[src/core/bctr_pkg.sv]
package bctr_pkg;

  // Register addresses, seven bits wide
  localparam logic [6:0] A_INT_CFG = 7'h0b;
  localparam logic [6:0] A_THS_L = 7'h0c;
  localparam logic [6:0] A_THS_H = 7'h0d;
  localparam logic [6:0] A_WHO = 7'h0f;
  localparam logic [6:0] A_CTRL1 = 7'h10;
  localparam logic [6:0] A_CTRL2 = 7'h11;
  localparam logic [6:0] A_REF_XL = 7'h15;
  localparam logic [6:0] A_REF_L = 7'h16;
  localparam logic [6:0] A_REF_H = 7'h17;
  localparam logic [6:0] A_OFS_L = 7'h18;
  localparam logic [6:0] A_OFS_H = 7'h19;
  localparam logic [6:0] A_INT_SRC = 7'h25;
  localparam logic [6:0] A_P_XL = 7'h28;
  localparam logic [6:0] A_P_L = 7'h29;
  localparam logic [6:0] A_P_H = 7'h2a;
  localparam logic [6:0] A_T_L = 7'h2b;
  localparam logic [6:0] A_T_H = 7'h2c;

  // Threshold interrupt and reference mode configuration fields
  localparam int B_HIGH_EN = 0;
  localparam int B_LOW_EN = 1;
  localparam int B_LATCH = 2;
  localparam int B_THR_EN = 3;
  localparam int B_ZERO_CLR = 4;
  localparam int B_ZERO_EN = 5;
  localparam int B_IREF_CLR = 6;
  localparam int B_IREF_EN = 7;
  localparam logic [7:0] INT_CFG_WMASK = 8'haf;

  // Serial mode, freeze, filter and rate control fields
  localparam int B_3WIRE = 0;
  localparam int B_FREEZE = 1;
  localparam int B_BW_SEL = 2;
  localparam int B_LPF_EN = 3;
  localparam int F_RATE_LSB = 4;
  localparam logic [7:0] CTRL1_WMASK = 8'h7f;

  // System control fields
  localparam int B_ONE_SHOT = 0;
  localparam int B_SOFT_RST = 2;
  localparam int B_BOOT = 7;
  localparam logic [7:0] CTRL2_WMASK = 8'hf9;

  // Interrupt source fields
  localparam int B_SRC_HIGH = 0;
  localparam int B_SRC_LOW = 1;
  localparam int B_SRC_ACTIVE = 2;

  localparam logic [7:0] RST_CFG = 8'h00;
  localparam logic [7:0] RST_CTRL = 8'h00;
  // Identity value is arbitrary
  localparam logic [7:0] ID_DEFAULT = 8'h5a;

  // Sample rate codes and frequencies
  localparam logic [2:0] RATE_OFF = 3'h0;
  localparam logic [2:0] RATE_1 = 3'h1;
  localparam logic [2:0] RATE_10 = 3'h2;
  localparam logic [2:0] RATE_25 = 3'h3;
  localparam logic [2:0] RATE_50 = 3'h4;
  localparam logic [2:0] RATE_75 = 3'h5;
  localparam int unsigned CLK_HZ = 10_000_000;
  localparam int unsigned CYC_1HZ = CLK_HZ / 1;
  localparam int unsigned CYC_10HZ = CLK_HZ / 10;
  localparam int unsigned CYC_25HZ = CLK_HZ / 25;
  localparam int unsigned CYC_50HZ = CLK_HZ / 50;
  localparam int unsigned CYC_75HZ = CLK_HZ / 75;
  localparam int CNT_W = 24;

  // Bandwidth divisors of the sample rate
  localparam logic [4:0] BW_DIV_OPEN = 5'h02;
  localparam logic [4:0] BW_DIV_MID = 5'h09;
  localparam logic [4:0] BW_DIV_NARROW = 5'h14;

  // Pressure counts per threshold count, as a shift
  localparam int THS_SHIFT = 8;

  typedef enum logic [1:0] {
    ST_IDLE = 2'b01,
    ST_CONV = 2'b10
  } bctr_acq_e;

endpackage

[src/core/bctr_cmp_if.sv]
`timescale 1ns/1ps
`default_nettype none
interface bctr_cmp_if;
  logic sample_valid;
  logic signed [24:0] compare_input;
  logic [15:0] threshold;
  logic result_valid;
  logic high_event;
  logic low_event;

  modport ctrl (
    output sample_valid, compare_input, threshold,
    input result_valid, high_event, low_event
  );
  modport cmp (
    input sample_valid, compare_input, threshold,
    output result_valid, high_event, low_event
  );
endinterface
`default_nettype wire

[src/core/bctr_rate_timer.sv]
`timescale 1ns/1ps
`default_nettype none
module bctr_rate_timer #(
  parameter int unsigned CYC_1 = bctr_pkg::CYC_1HZ,
  parameter int unsigned CYC_10 = bctr_pkg::CYC_10HZ,
  parameter int unsigned CYC_25 = bctr_pkg::CYC_25HZ,
  parameter int unsigned CYC_50 = bctr_pkg::CYC_50HZ,
  parameter int unsigned CYC_75 = bctr_pkg::CYC_75HZ
) (
  // Clock and reset
  input wire logic i_mclk,
  input wire logic i_rst_n,
  // Rate code in, sample tick out
  input wire logic [2:0] i_rate,
  output logic o_tick
);
  typedef struct packed {
    logic [bctr_pkg::CNT_W-1:0] cnt;
    logic [2:0] rate;
    logic tick;
  } bctr_tmr_s;

  bctr_tmr_s s;
  bctr_tmr_s next_s;
  logic [bctr_pkg::CNT_W-1:0] period;

  if (CYC_75 < 2 || CYC_1 >= (1 << bctr_pkg::CNT_W)) begin : g_chk
    $error("rate periods out of range");
  end

  always_comb begin
    case (i_rate)
      bctr_pkg::RATE_1: period = bctr_pkg::CNT_W'(CYC_1);
      bctr_pkg::RATE_10: period = bctr_pkg::CNT_W'(CYC_10);
      bctr_pkg::RATE_25: period = bctr_pkg::CNT_W'(CYC_25);
      bctr_pkg::RATE_50: period = bctr_pkg::CNT_W'(CYC_50);
      default: period = bctr_pkg::CNT_W'(CYC_75);
    endcase
  end

  always_comb begin
    next_s = s;
    next_s.rate = i_rate;
    next_s.tick = 1'b0;
    // Restart the period whenever the rate changes
    if (i_rate == bctr_pkg::RATE_OFF || i_rate != s.rate) begin
      next_s.cnt = '0;
    end else if (s.cnt == period - 1'b1) begin
      next_s.cnt = '0;
      next_s.tick = 1'b1;
    end else begin
      next_s.cnt = s.cnt + 1'b1;
    end
  end

  always_ff @(posedge i_mclk or negedge i_rst_n) begin
    if (!i_rst_n) begin
      s <= '0;
    end else begin
      s <= next_s;
    end
  end

  assign o_tick = s.tick;
endmodule
`default_nettype wire

[src/core/bctr_thresh_cmp.sv]
`timescale 1ns/1ps
`default_nettype none
module bctr_thresh_cmp (
  // Clock and reset
  input wire logic i_mclk,
  input wire logic i_rst_n,
  // Comparison request and result
  bctr_cmp_if.cmp bus
);
  typedef struct packed {
    logic valid;
    logic high;
    logic low;
  } bctr_cmp_s;

  bctr_cmp_s s;
  bctr_cmp_s next_s;
  logic signed [25:0] limit;
  logic signed [25:0] diff;

  always_comb begin
    limit = $signed({2'b00, bus.threshold, 8'h00}) >>> (8 - bctr_pkg::THS_SHIFT);
    diff = {bus.compare_input[24], bus.compare_input};
    next_s = s;
    next_s.valid = bus.sample_valid;
    if (bus.sample_valid) begin
      next_s.high = diff > limit;
      next_s.low = diff < -limit;
    end
  end

  always_ff @(posedge i_mclk or negedge i_rst_n) begin
    if (!i_rst_n) begin
      s <= '0;
    end else begin
      s <= next_s;
    end
  end

  assign bus.result_valid = s.valid;
  assign bus.high_event = s.high;
  assign bus.low_event = s.low;
endmodule
`default_nettype wire

[src/core/bctr_regs.sv]
`timescale 1ns/1ps
`default_nettype none
module bctr_regs #(
  parameter logic [7:0] IDENTITY = bctr_pkg::ID_DEFAULT,
  parameter int unsigned CYC_1 = bctr_pkg::CYC_1HZ,
  parameter int unsigned CYC_10 = bctr_pkg::CYC_10HZ,
  parameter int unsigned CYC_25 = bctr_pkg::CYC_25HZ,
  parameter int unsigned CYC_50 = bctr_pkg::CYC_50HZ,
  parameter int unsigned CYC_75 = bctr_pkg::CYC_75HZ
) (
  // Clock and reset
  input wire logic i_mclk,
  input wire logic i_rst_n,
  // Register port from the serial front end
  input wire logic i_reg_wr,
  input wire logic i_reg_rd,
  input wire logic [6:0] i_reg_addr,
  input wire logic [7:0] i_reg_wdata,
  output logic [7:0] o_reg_rdata,
  // Conversion handshake with the sensing chain
  output logic o_conv_start,
  input wire logic i_conv_done,
  input wire logic [23:0] i_meas_pressure,
  input wire logic [15:0] i_meas_temp,
  // Status and configuration outputs
  output logic o_irq_request,
  output logic o_power_down,
  output logic o_three_wire_select,
  output logic [4:0] o_bandwidth_div
);
  typedef struct packed {
    bctr_pkg::bctr_acq_e acq;
    logic [7:0] int_cfg;
    logic [15:0] pressure_threshold;
    logic [7:0] ctrl1;
    logic [7:0] ctrl2;
    logic [23:0] ref_p;
    logic [15:0] pressure_offset_value;
    logic zero_mode;
    logic iref_mode;
    logic [23:0] pressure_output;
    logic [15:0] temp_output;
    logic frozen;
    logic [2:0] int_src;
    logic conv_start;
    logic sample_valid;
    logic signed [24:0] compare_input;
    logic [7:0] rdata;
    logic power_down;
    logic [4:0] bw_div;
  } bctr_regs_s;

  // Reset image: idle, powered down, open bandwidth, all else zero
  localparam bctr_regs_s RST_S = '{
    acq: bctr_pkg::ST_IDLE,
    power_down: 1'b1,
    bw_div: bctr_pkg::BW_DIV_OPEN,
    default: '0
  };

  bctr_regs_s s;
  bctr_regs_s next_s;
  logic tick;
  logic [2:0] rate;
  logic hi;
  logic lo;
  logic [2:0] src_now;
  logic [23:0] ref_use;
  logic signed [24:0] rel;
  logic signed [24:0] ofs_diff;
  logic [7:0] rd;

  bctr_cmp_if cmp_bus ();

  // Slower codes need longer periods, else the rate order inverts
  if (CYC_10 > CYC_1 || CYC_25 > CYC_10 || CYC_50 > CYC_25 ||
      CYC_75 > CYC_50) begin : g_rate_chk
    $error("rate periods must shrink as the code rises");
  end

  // Comparator aligns the threshold with a right shift
  if (bctr_pkg::THS_SHIFT < 0 ||
      bctr_pkg::THS_SHIFT > 8) begin : g_shift_chk
    $error("threshold shift must lie in 0 to 8");
  end

  // An all-zero identity would read like an empty address
  if (IDENTITY == 8'h00) begin : g_id_chk
    $error("identity value must not be zero");
  end

  assign rate = s.ctrl1[bctr_pkg::F_RATE_LSB +: 3];

  bctr_rate_timer #(
    .CYC_1(CYC_1),
    .CYC_10(CYC_10),
    .CYC_25(CYC_25),
    .CYC_50(CYC_50),
    .CYC_75(CYC_75)
  ) u_timer (
    .i_mclk(i_mclk),
    .i_rst_n(i_rst_n),
    .i_rate(rate),
    .o_tick(tick)
  );

  assign cmp_bus.sample_valid = s.sample_valid;
  assign cmp_bus.compare_input = s.compare_input;
  assign cmp_bus.threshold = s.pressure_threshold;

  bctr_thresh_cmp u_cmp (
    .i_mclk(i_mclk),
    .i_rst_n(i_rst_n),
    .bus(cmp_bus)
  );

  always_comb begin
    case (i_reg_addr)
      bctr_pkg::A_INT_CFG: rd = s.int_cfg;
      bctr_pkg::A_THS_L: rd = s.pressure_threshold[7:0];
      bctr_pkg::A_THS_H: rd = s.pressure_threshold[15:8];
      bctr_pkg::A_WHO: rd = IDENTITY;
      bctr_pkg::A_CTRL1: rd = s.ctrl1;
      bctr_pkg::A_CTRL2: rd = s.ctrl2;
      bctr_pkg::A_REF_XL: rd = s.ref_p[7:0];
      bctr_pkg::A_REF_L: rd = s.ref_p[15:8];
      bctr_pkg::A_REF_H: rd = s.ref_p[23:16];
      bctr_pkg::A_OFS_L: rd = s.pressure_offset_value[7:0];
      bctr_pkg::A_OFS_H: rd = s.pressure_offset_value[15:8];
      bctr_pkg::A_INT_SRC: rd = {5'h00, s.int_src};
      bctr_pkg::A_P_XL: rd = s.pressure_output[7:0];
      bctr_pkg::A_P_L: rd = s.pressure_output[15:8];
      bctr_pkg::A_P_H: rd = s.pressure_output[23:16];
      bctr_pkg::A_T_L: rd = s.temp_output[7:0];
      bctr_pkg::A_T_H: rd = s.temp_output[15:8];
      default: rd = 8'h00;
    endcase
  end

  always_comb begin
    next_s = s;
    next_s.conv_start = 1'b0;
    next_s.sample_valid = 1'b0;
    hi = 1'b0;
    lo = 1'b0;
    src_now = 3'h0;
    ref_use = s.ref_p;
    rel = 25'sh0;
    ofs_diff = 25'sh0;
    // Boot has no memory to reload here, so it clears at once
    next_s.ctrl2[bctr_pkg::B_BOOT] = 1'b0;

    // Read side effects first, so hardware sets win
    if (i_reg_rd) begin
      next_s.rdata = rd;
      if (i_reg_addr == bctr_pkg::A_P_H) begin
        next_s.frozen = 1'b0;
      end
      if (i_reg_addr == bctr_pkg::A_INT_SRC &&
          s.int_cfg[bctr_pkg::B_LATCH]) begin
        next_s.int_src = 3'h0;
      end
    end

    case (s.acq)
      bctr_pkg::ST_IDLE: begin
        if (rate != bctr_pkg::RATE_OFF && tick) begin
          next_s.acq = bctr_pkg::ST_CONV;
          next_s.conv_start = 1'b1;
        end else if (rate == bctr_pkg::RATE_OFF &&
                     s.ctrl2[bctr_pkg::B_ONE_SHOT]) begin
          next_s.acq = bctr_pkg::ST_CONV;
          next_s.conv_start = 1'b1;
        end
      end
      // Ticks that land mid-conversion are dropped, not queued
      bctr_pkg::ST_CONV: begin
        if (i_conv_done) begin
          next_s.acq = bctr_pkg::ST_IDLE;
          next_s.ctrl2[bctr_pkg::B_ONE_SHOT] = 1'b0;
          if (s.int_cfg[bctr_pkg::B_ZERO_EN]) begin
            ref_use = i_meas_pressure;
            next_s.zero_mode = 1'b1;
            next_s.int_cfg[bctr_pkg::B_ZERO_EN] = 1'b0;
          end
          if (s.int_cfg[bctr_pkg::B_IREF_EN]) begin
            ref_use = i_meas_pressure;
            next_s.iref_mode = 1'b1;
            next_s.int_cfg[bctr_pkg::B_IREF_EN] = 1'b0;
          end
          next_s.ref_p = ref_use;
          rel = $signed({i_meas_pressure[23], i_meas_pressure}) -
                $signed({ref_use[23], ref_use});
          // Offset is signed, so it is sign-extended first
          ofs_diff = $signed({i_meas_pressure[23], i_meas_pressure}) -
                     $signed({{9{s.pressure_offset_value[15]}},
                              s.pressure_offset_value});
          if (next_s.zero_mode || next_s.iref_mode) begin
            next_s.compare_input = rel;
          end else begin
            next_s.compare_input = {i_meas_pressure[23], i_meas_pressure};
          end
          next_s.sample_valid = 1'b1;
          if (!(s.frozen && next_s.frozen)) begin
            if (next_s.zero_mode) begin
              next_s.pressure_output = rel[23:0];
            end else if (next_s.iref_mode) begin
              next_s.pressure_output = ofs_diff[23:0];
            end else begin
              next_s.pressure_output = i_meas_pressure;
            end
            next_s.temp_output = i_meas_temp;
            next_s.frozen = s.ctrl1[bctr_pkg::B_FREEZE];
          end
        end
      end
      default: next_s.acq = bctr_pkg::ST_IDLE;
    endcase

    if (cmp_bus.result_valid) begin
      hi = s.int_cfg[bctr_pkg::B_THR_EN] &
           s.int_cfg[bctr_pkg::B_HIGH_EN] & cmp_bus.high_event;
      lo = s.int_cfg[bctr_pkg::B_THR_EN] &
           s.int_cfg[bctr_pkg::B_LOW_EN] & cmp_bus.low_event;
      src_now[bctr_pkg::B_SRC_HIGH] = hi;
      src_now[bctr_pkg::B_SRC_LOW] = lo;
      src_now[bctr_pkg::B_SRC_ACTIVE] = hi | lo;
      if (s.int_cfg[bctr_pkg::B_LATCH]) begin
        next_s.int_src = next_s.int_src | src_now;
      end else begin
        next_s.int_src = src_now;
      end
    end

    // Host writes last, so they win over self-clearing
    if (i_reg_wr) begin
      case (i_reg_addr)
        bctr_pkg::A_INT_CFG: begin
          next_s.int_cfg = i_reg_wdata & bctr_pkg::INT_CFG_WMASK;
          if (i_reg_wdata[bctr_pkg::B_ZERO_CLR]) begin
            next_s.zero_mode = 1'b0;
            next_s.ref_p = 24'h000000;
          end
          if (i_reg_wdata[bctr_pkg::B_IREF_CLR]) begin
            next_s.iref_mode = 1'b0;
          end
        end
        bctr_pkg::A_THS_L: next_s.pressure_threshold[7:0] = i_reg_wdata;
        bctr_pkg::A_THS_H: next_s.pressure_threshold[15:8] = i_reg_wdata;
        bctr_pkg::A_CTRL1: next_s.ctrl1 = i_reg_wdata & bctr_pkg::CTRL1_WMASK;
        bctr_pkg::A_CTRL2: begin
          // Soft reset leaves offset and event flags alone
          if (i_reg_wdata[bctr_pkg::B_SOFT_RST]) begin
            next_s.int_cfg = bctr_pkg::RST_CFG;
            next_s.pressure_threshold = 16'h0000;
            next_s.ctrl1 = bctr_pkg::RST_CTRL;
            next_s.ctrl2 = bctr_pkg::RST_CTRL;
            next_s.ref_p = 24'h000000;
            next_s.zero_mode = 1'b0;
            next_s.iref_mode = 1'b0;
          end else begin
            next_s.ctrl2 = i_reg_wdata & bctr_pkg::CTRL2_WMASK;
          end
        end
        bctr_pkg::A_OFS_L: next_s.pressure_offset_value[7:0] = i_reg_wdata;
        bctr_pkg::A_OFS_H: next_s.pressure_offset_value[15:8] = i_reg_wdata;
        default: ;
      endcase
    end

    // idle with rate off is power-down
    next_s.power_down = (next_s.acq == bctr_pkg::ST_IDLE) &&
      (next_s.ctrl1[bctr_pkg::F_RATE_LSB +: 3] == bctr_pkg::RATE_OFF);
    if (!next_s.ctrl1[bctr_pkg::B_LPF_EN]) begin
      next_s.bw_div = bctr_pkg::BW_DIV_OPEN;
    end else if (!next_s.ctrl1[bctr_pkg::B_BW_SEL]) begin
      next_s.bw_div = bctr_pkg::BW_DIV_MID;
    end else begin
      next_s.bw_div = bctr_pkg::BW_DIV_NARROW;
    end
  end

  always_ff @(posedge i_mclk or negedge i_rst_n) begin
    if (!i_rst_n) begin
      s <= RST_S;
    end else begin
      s <= next_s;
    end
  end

  assign o_reg_rdata = s.rdata;
  assign o_conv_start = s.conv_start;
  assign o_irq_request = s.int_src[bctr_pkg::B_SRC_ACTIVE];
  assign o_power_down = s.power_down;
  assign o_three_wire_select = s.ctrl1[bctr_pkg::B_3WIRE];
  assign o_bandwidth_div = s.bw_div;
endmodule
`default_nettype wire

[config.mk]
export PLATFORM = sky130hd
export DESIGN_NAME = bctr_regs
export DESIGN_NICKNAME = d
export VERILOG_FILES = /design/src/core/bctr_pkg.sv /design/src/core/bctr_cmp_if.sv /design/src/core/bctr_rate_timer.sv /design/src/core/bctr_thresh_cmp.sv /design/src/core/bctr_regs.sv
export SDC_FILE = /design/constraint.sdc
export NUM_CORES = 1
export LEC_CHECK = 0
export BUFFER_PORTS_ARGS = -buffer_cell sky130_fd_sc_hd__buf_4
export CORE_MARGIN = 4
export CORE_UTILIZATION = 28
export CTS_CLUSTER_SIZE = 14
export DETAILED_ROUTE_END_ITERATION = 8
export SLEW_MARGIN = 20
export SYNTH_ARGS = -nofsm -noshare
export SYNTH_HDL_FRONTEND = slang
export SYNTH_SLANG_ARGS = --single-unit
[constraint.sdc]
create_clock -name i_mclk -period 3.55 [get_ports i_mclk]
set_input_delay 0.71 -clock i_mclk [delete_from_list [all_inputs] [get_ports i_mclk]]
set_output_delay 0.71 -clock i_mclk [all_outputs]
set_load 0.1 [all_outputs]
* Word-level counts from Yosys, hierarchy flattened *
Index checks and enable logic that the tools add are counted.

cells by class
  add/subtract/negate cells = 5
  order comparisons = 2
  equality and inequality tests = 27
  muxes and demuxes = 60
  bitwise operators = 7
  reductions and logical operators = 23

operator list
  cell                     number
  $mux W24                 10
  $pmux W8 S17             1
  $pmux W24 S4             1
  $mux W43                 2
  $mux W82                 1
  $mux W25                 3
  $pmux W8 S2              4
  $mux W26                 2
  $eq A7 B5 Y1 const B     7
  $pmux W24 S2             1
  $eq A7 B6 Y1 const B     6
  $mux W41                 1
  $mux W32                 1
  $mux W8                  4
  $eq A7 B4 Y1 const B     4
  $lt A25 B26 Y1           1
  $neg A24 Y26             1
  $gt A25 B25 Y1           1
  $sub A24 B24 Y25         1
  $add A24 B1 Y24 const B  1
  $eq A24 B24 Y1           1
  $sub A24 B1 Y24 const B  1
  $sub A24 B16 Y24         1
  $mux W1                  17
  other kinds (23)         51

word-level totals
  register bits = 200
  input port bits = 60
  output and inout bits = 17
  logic and storage cells = 154

* Depth between registers and ports, before layout *
  depth in word-level cells = 14
  mapped depth = 14
  depth with buffers taken out = 13

* Modules after synthesis *
Synthesis repeated with hierarchy kept, for this count alone.

unflattened totals
  cells, all modules = 1531
  area, all modules = 13276.5 um^2

by module, submodules not included
  module           instances  cells each  area an instance (um^2)  sequential area each (um^2)
  bctr_regs        1          1191        10353.7                  4057.6
  bctr_rate_timer  1          192         1741.7                   700.7
  bctr_thresh_cmp  1          148         1181.1                   75.1

* Worst setup path before layout *
No wires, ideal clock.

  kind = register -> register
  start point = reg s[166] (netlist name)
  end point = reg s[82] (netlist name)
  setup time = 0.084 ns
  data arrival time = 3.584 ns
  required time = 3.466 ns
  path slack = -0.117 ns
  stages on the path, launching flop included = 12
  buffers on the path = 1
  period minus slack after synthesis = 3.667 ns
  path through = dfrtp_1 -> nor2_1 -> clkbuf_1 -> mux2i_1 -> ha_1 -> and2_4 -> a221oi_4 -> nor3b_4 -> a2111oi_1 -> or3_4 -> or3_1 -> a41oi_2

on the way
  word-level cells in the longest chain between the ends = 5
  elaborated cells between the ends (all ways) = 9
  classes of those cells = add/sub: 1; mux: 8

RTL lines
  item                                          line                                RTL
  start, declared                               bctr_regs.sv:61                     bctr_regs_s s;
  start signal, assigned                        bctr_regs.sv:287                    s <= next_s;
  $mux W24 or $mux W1 (tied branches)           bctr_regs.sv:186                    if (s.int_cfg[bctr_pkg::B_IREF_EN]) begin
  $mux W24 or $mux W1 (tied branches)           bctr_regs.sv:178                    if (i_conv_done) begin
  $mux W24 or $mux W1 (tied branches)           bctr_regs.sv:165                    case (s.acq)
  $sub A24 B24 Y25 or $mux W24 (tied branches)  bctr_regs.sv:192, bctr_regs.sv:207
  $mux W24 (*)                                  bctr_regs.sv:205                    if (next_s.zero_mode) begin

Mark *: on every way between the ends. The rest lies on a longest branch, timed or not. The select of a mux whose other input is x is not followed.
A chain may end at the register's enable or synchronous reset.

* Final worst setup path *
  start point = reg s[164] (netlist name)
  end point = reg s[82] (netlist name)

on the way
  word-level cells in the longest chain between the ends = 6
  elaborated cells between the ends (all ways) = 9
  classes of those cells = add/sub: 1; mux: 8

RTL lines
  item              line              RTL
  $mux W24          bctr_regs.sv:181  if (s.int_cfg[bctr_pkg::B_ZERO_EN]) begin
  $mux W24          bctr_regs.sv:186
  $mux W24          bctr_regs.sv:178
  $mux W24          bctr_regs.sv:165
  $sub A24 B24 Y25  bctr_regs.sv:192  rel = $signed({i_meas_pressure[23], i_meas_pressure}) -
  $mux W24 (*)      bctr_regs.sv:205

Marked as above.

==> impl_summary.txt <==
----------------------------------------------------
[Clock tree]
  CTS sink cnt ... 193
  Deepest clock path buffer count ... 2
  Clk slew on worst S/H paths ... 80 ps
  Post-CTS Setup Inserts ... 0
  Skew-Pair Late Insertion Delay ... 460 ps
  Depth of the CTS H-tree ... 4
  Clock tree from TritonCTS ... yes
  Cell at the root of the clock tree ... clkbuf_16
  TritonCTS buffer count ... 17

[Power]
  Share of total power in sequential cells ... 36.0%
  Power per standard cell area ... 615.5 mW/mm²
  Net switching share of the total power ... 43.50%
  Power share of the combinational group ... 44.3%
  Clock share of power ... 19.7%
  Net switching power ... 4.029 mW
  IR Drop Worst-Case VDD ... 0.2704 mV
  Static leakage ... 6.653 nW
  Pint ... 5.234 mW

[Layout]
  Count of filler cells inserted in the layout ... 4919
  Most common library cell in the layout ignoring fill and taps ... nand2_1
  Commonest non-fill, non-tap cells in the layout ... nand2_1, dfrtp_1, nor2_1
  Area overhead of the layout relative to synthesis ... 13.73%
  Fraction of final layout cells sized beyond drive strength 1 ... 12.85%
  Sequential cell area ... 0.004835 mm²
  Area used by multi-input combinational logic ... 0.007821 mm²
  Number of nets at the end of the flow ... 1745
  Finished Layout Cells ... 2220

[Timing]
  Final clock period utilization by the worst path ... 94.76%
  Worst slew margin ... 34.53%
  Count of endpoints failing setup in the final report ... 0
  Number of hold-slack violations in the final timing report ... 0
  Post-route minimum period ... 3364 ps
  Max Clock Skew ... 16.94 ps
  RSZ-0062 raised after global routing ... no
  Pin slew with the least headroom to its limit ... 975.5 ps
  Max-slew violation count ... 0
  Maximum operating frequency ... 0.2973 GHz
  Sum Neg Setup Slack ... 0 ps

[Synth]
  Total number of yosys warnings ... 0
  Count of flip-flops with a built-in enable after synthesis ... 0
  Portion of the post-synthesis area used by sequential elements ... 36.53%
  Netlist area before placement ... 0.01323 mm²
  Net count after synthesis ... 1705
  Post-Synthesis Cells ... 1558
  Syn Area/Cell ... 8.493 µm²
  Number of distinct library cells after synthesis ... 83
  Total of flip-flops plus latches after synthesis ... 193
  Async SR Flop Fraction ... 100.0%
  Ys flop type ... dfrtp_1

[Floorplanning]
  Chip Width ... 225.4 µm
  DIE AREA ... 0.05080 mm²
  Starting density of the core ... 28.36%
  Top-level port count ... 77
  Core area ... 0.04665 mm²
  Die Height ... 225.4 µm
  Num rows ... 79

[Route]
  Post-detailed-route via-to-cell ratio ... 5.483
  Total vias in the final route ... 12170
  Antenna Nets Post-Route ... 0
  Post-Route WL ... 48130 µm
  Average routed wire per standard cell ... 21.68 µm
  Pre-antenna DRT Iters ... 5
  First-iteration detailed-routing DRC count ... 1172
  DRC ... 0

[GRT]
  GRT Overall Usage ... 18.53%
  Largest net degree at the start of global routing ... 82
  Via count of the first global-routing pass ... 11460
  First-pass GRT wire length ... 71790 µm
  Overflow after GRT ... 0
  Number of antenna violations at the first check in global routing ... 3

[Setup path]
  Depth of the worst register-to-register path ... 11
  CP Data Required Time ... 3930 ps
  CP max stage delay ... 450 ps
  Element type at the critical path end ... flop
  Critical-path cell with the highest stage delay ... dfrtp_1
  Kind of launch point of the worst setup path ... flop
  Maximum fanout along the worst path ... 15
  Category of the critical setup timing path ... flop to flop
  CP arrival ... 3740 ps
  Sequence of cells on the critical path ... nor2_2 -> buf_12 -> mux2i_1 -> ha_1 -> and2_4 -> a221oi_4 -> nor3b_4 -> a2111oi_1 -> or3_4 -> or3_1 -> a41oi_2

[Status]
  Outcome ... finished, final reports clean

[Run]
  Max-cap violations ... 0

[Place]
  Count of buffers from port buffering ... 76
  Final Wtd Congestion ... 0.9284
  Number of cells in the design after placement ... 2186
  Hpwl dp ... 36670 µm

[Hold path]
  Type of the worst min-delay path ... input pin to asynchronous set/reset pin

----------------------------------------------------
flip-flops by register name (all words and copies together), names as in the netlist:
register	cells
s	102
u_timer.s	27
cmp_bus.compare_input	25
cmp_bus.threshold	16
o_reg_rdata	8
o_bandwidth_div	3
rate	3
cmp_bus.sample_valid	1
o_conv_start	1
o_irq_request	1
o_power_down	1
o_three_wire_select	1
u_cmp.bus.high_event	1
u_cmp.bus.low_event	1
u_cmp.bus.result_valid	1
u_timer.o_tick	1
path summary, 6_finish.rpt:
path	start	end	slack, ps
max	s[164]$_DFF_PN0_	s[82]$_DFFE_PN0P_	190
min	i_rst_n	u_timer.s[24]$_DFF_PN0_	230
max reg2reg	s[164]$_DFF_PN0_	s[82]$_DFFE_PN0P_	190
min reg2reg	cmp_bus.sample_valid$_DFF_PN0_	u_cmp.bus.result_valid$_DFF_PN0_	460
max in group asynchronous	i_rst_n	cmp_bus.threshold[2]$_DFFE_PN0P_	2400
min in group i_mclk	i_meas_temp[2]	s[47]$_DFFE_PN0P_	440
through the flow:
| stage | worst slack (ps) | instance area (µm²) | total power [mW] | hold WS [ps] | util [%] |
|---|---|---|---|---|---|
| after global placement | 127.6 | 14490 | 7.288 | 435.9 | 31.05 |
| final | 186.0 | 15050 | 9.262 | 228.5 | 32.26 |
| after global routing | 19.78 | 15050 | 9.815 | 278.9 | 32.25 |
| after CTS | 114.8 | 15010 | 9.185 | 261.4 | 32.17 |
| after floorplan | 22.29 | 13230 | 5.986 | 351.9 | - |
| after detailed placement | 105.1 | 14490 | 7.344 | 456.4 | 31.05 |
routing by layer:
layer / global-route usage, % / share of wire, % / vias to the layer above
met5: 0 / 0.050 / -
met4: 7.983 / 4.3 / 4
met3: 4.598 / 7.8 / 97
met2: 27.34 / 43 / 495
met1: 25.79 / 45 / 5912
li1: - / - / 5664
cell families after synthesis:
| group | Yosys count | share of synthesized area (%) |
|---|---|---|
| and+or+nand+nor | 595 | 20.96 |
| DFF | 193 | 36.53 |
| adders and majority gates | 87 | 8.340 |
| xor gates and xnor gates | 62 | 4.104 |
| AOI/OAI and AO/OA | 417 | 21.08 |
| muxes | 53 | 4.236 |
| buffers and inverters | 151 | 4.756 |
power by group through the flow:
stage / Clock [mW] / Sequential [mW] / Combinational [mW]
after floorplan: 0 / 3.08 / 2.91
after global placement: 0 / 3.34 / 3.95
after detailed placement: 0 / 3.35 / 4.00
after CTS: 1.85 / 3.31 / 4.02
after global routing: 1.94 / 3.37 / 4.51
final: 1.83 / 3.33 / 4.10
layout make-up:
type / count / area share, %
antenna: 2 / 0.03326
clock buffer: 21 / 2.927
clock inverter: 11 / 0.5487
inverter: 61 / 1.521
multi-input combinational: 1214 / 51.97
sequential: 193 / 32.13
tap: 607 / 5.047
timing repair buffer: 111 / 5.828
cell usage after synthesis, drive strengths merged, types with 17 or more instances:
cell type	n	share of area, %
dfrtp	190	36
nand2	213	6.0
a221oi	19	1.4
inv	61	1.7
a22oi	20	1.1
mux2	24	2.0
clkbuf	65	1.9
xnor2	39	2.6
xor2	23	1.5
nor3	21	0.79
nand3	43	1.6
mux2i	29	2.2
o21ai	101	3.9
a31oi	30	1.5
nor2	173	4.9
ha	85	8.0
a22o	20	1.3
a21oi	87	3.3
a211oi	37	2.1
buf	25	1.2
a21o	17	0.96
nand2b	29	1.4
repair_timing:
item | CTS | global route
hold endpoints to repair | 0 | 0
endpoints found under the setup margin | 0 | 6
resized for setup | 0 | 8
hold buffers | 0 | 0
critical path: cells and delay by family, from the launching register on:
family	cells	cell delay, ps
compound gates	3	540
fa+ha+maj	1	350
buf+inv	1	190
flops	1	450
mux	1	240
simple gates	5	1500
Note: power is estimated with default switching activity, not from simulation.
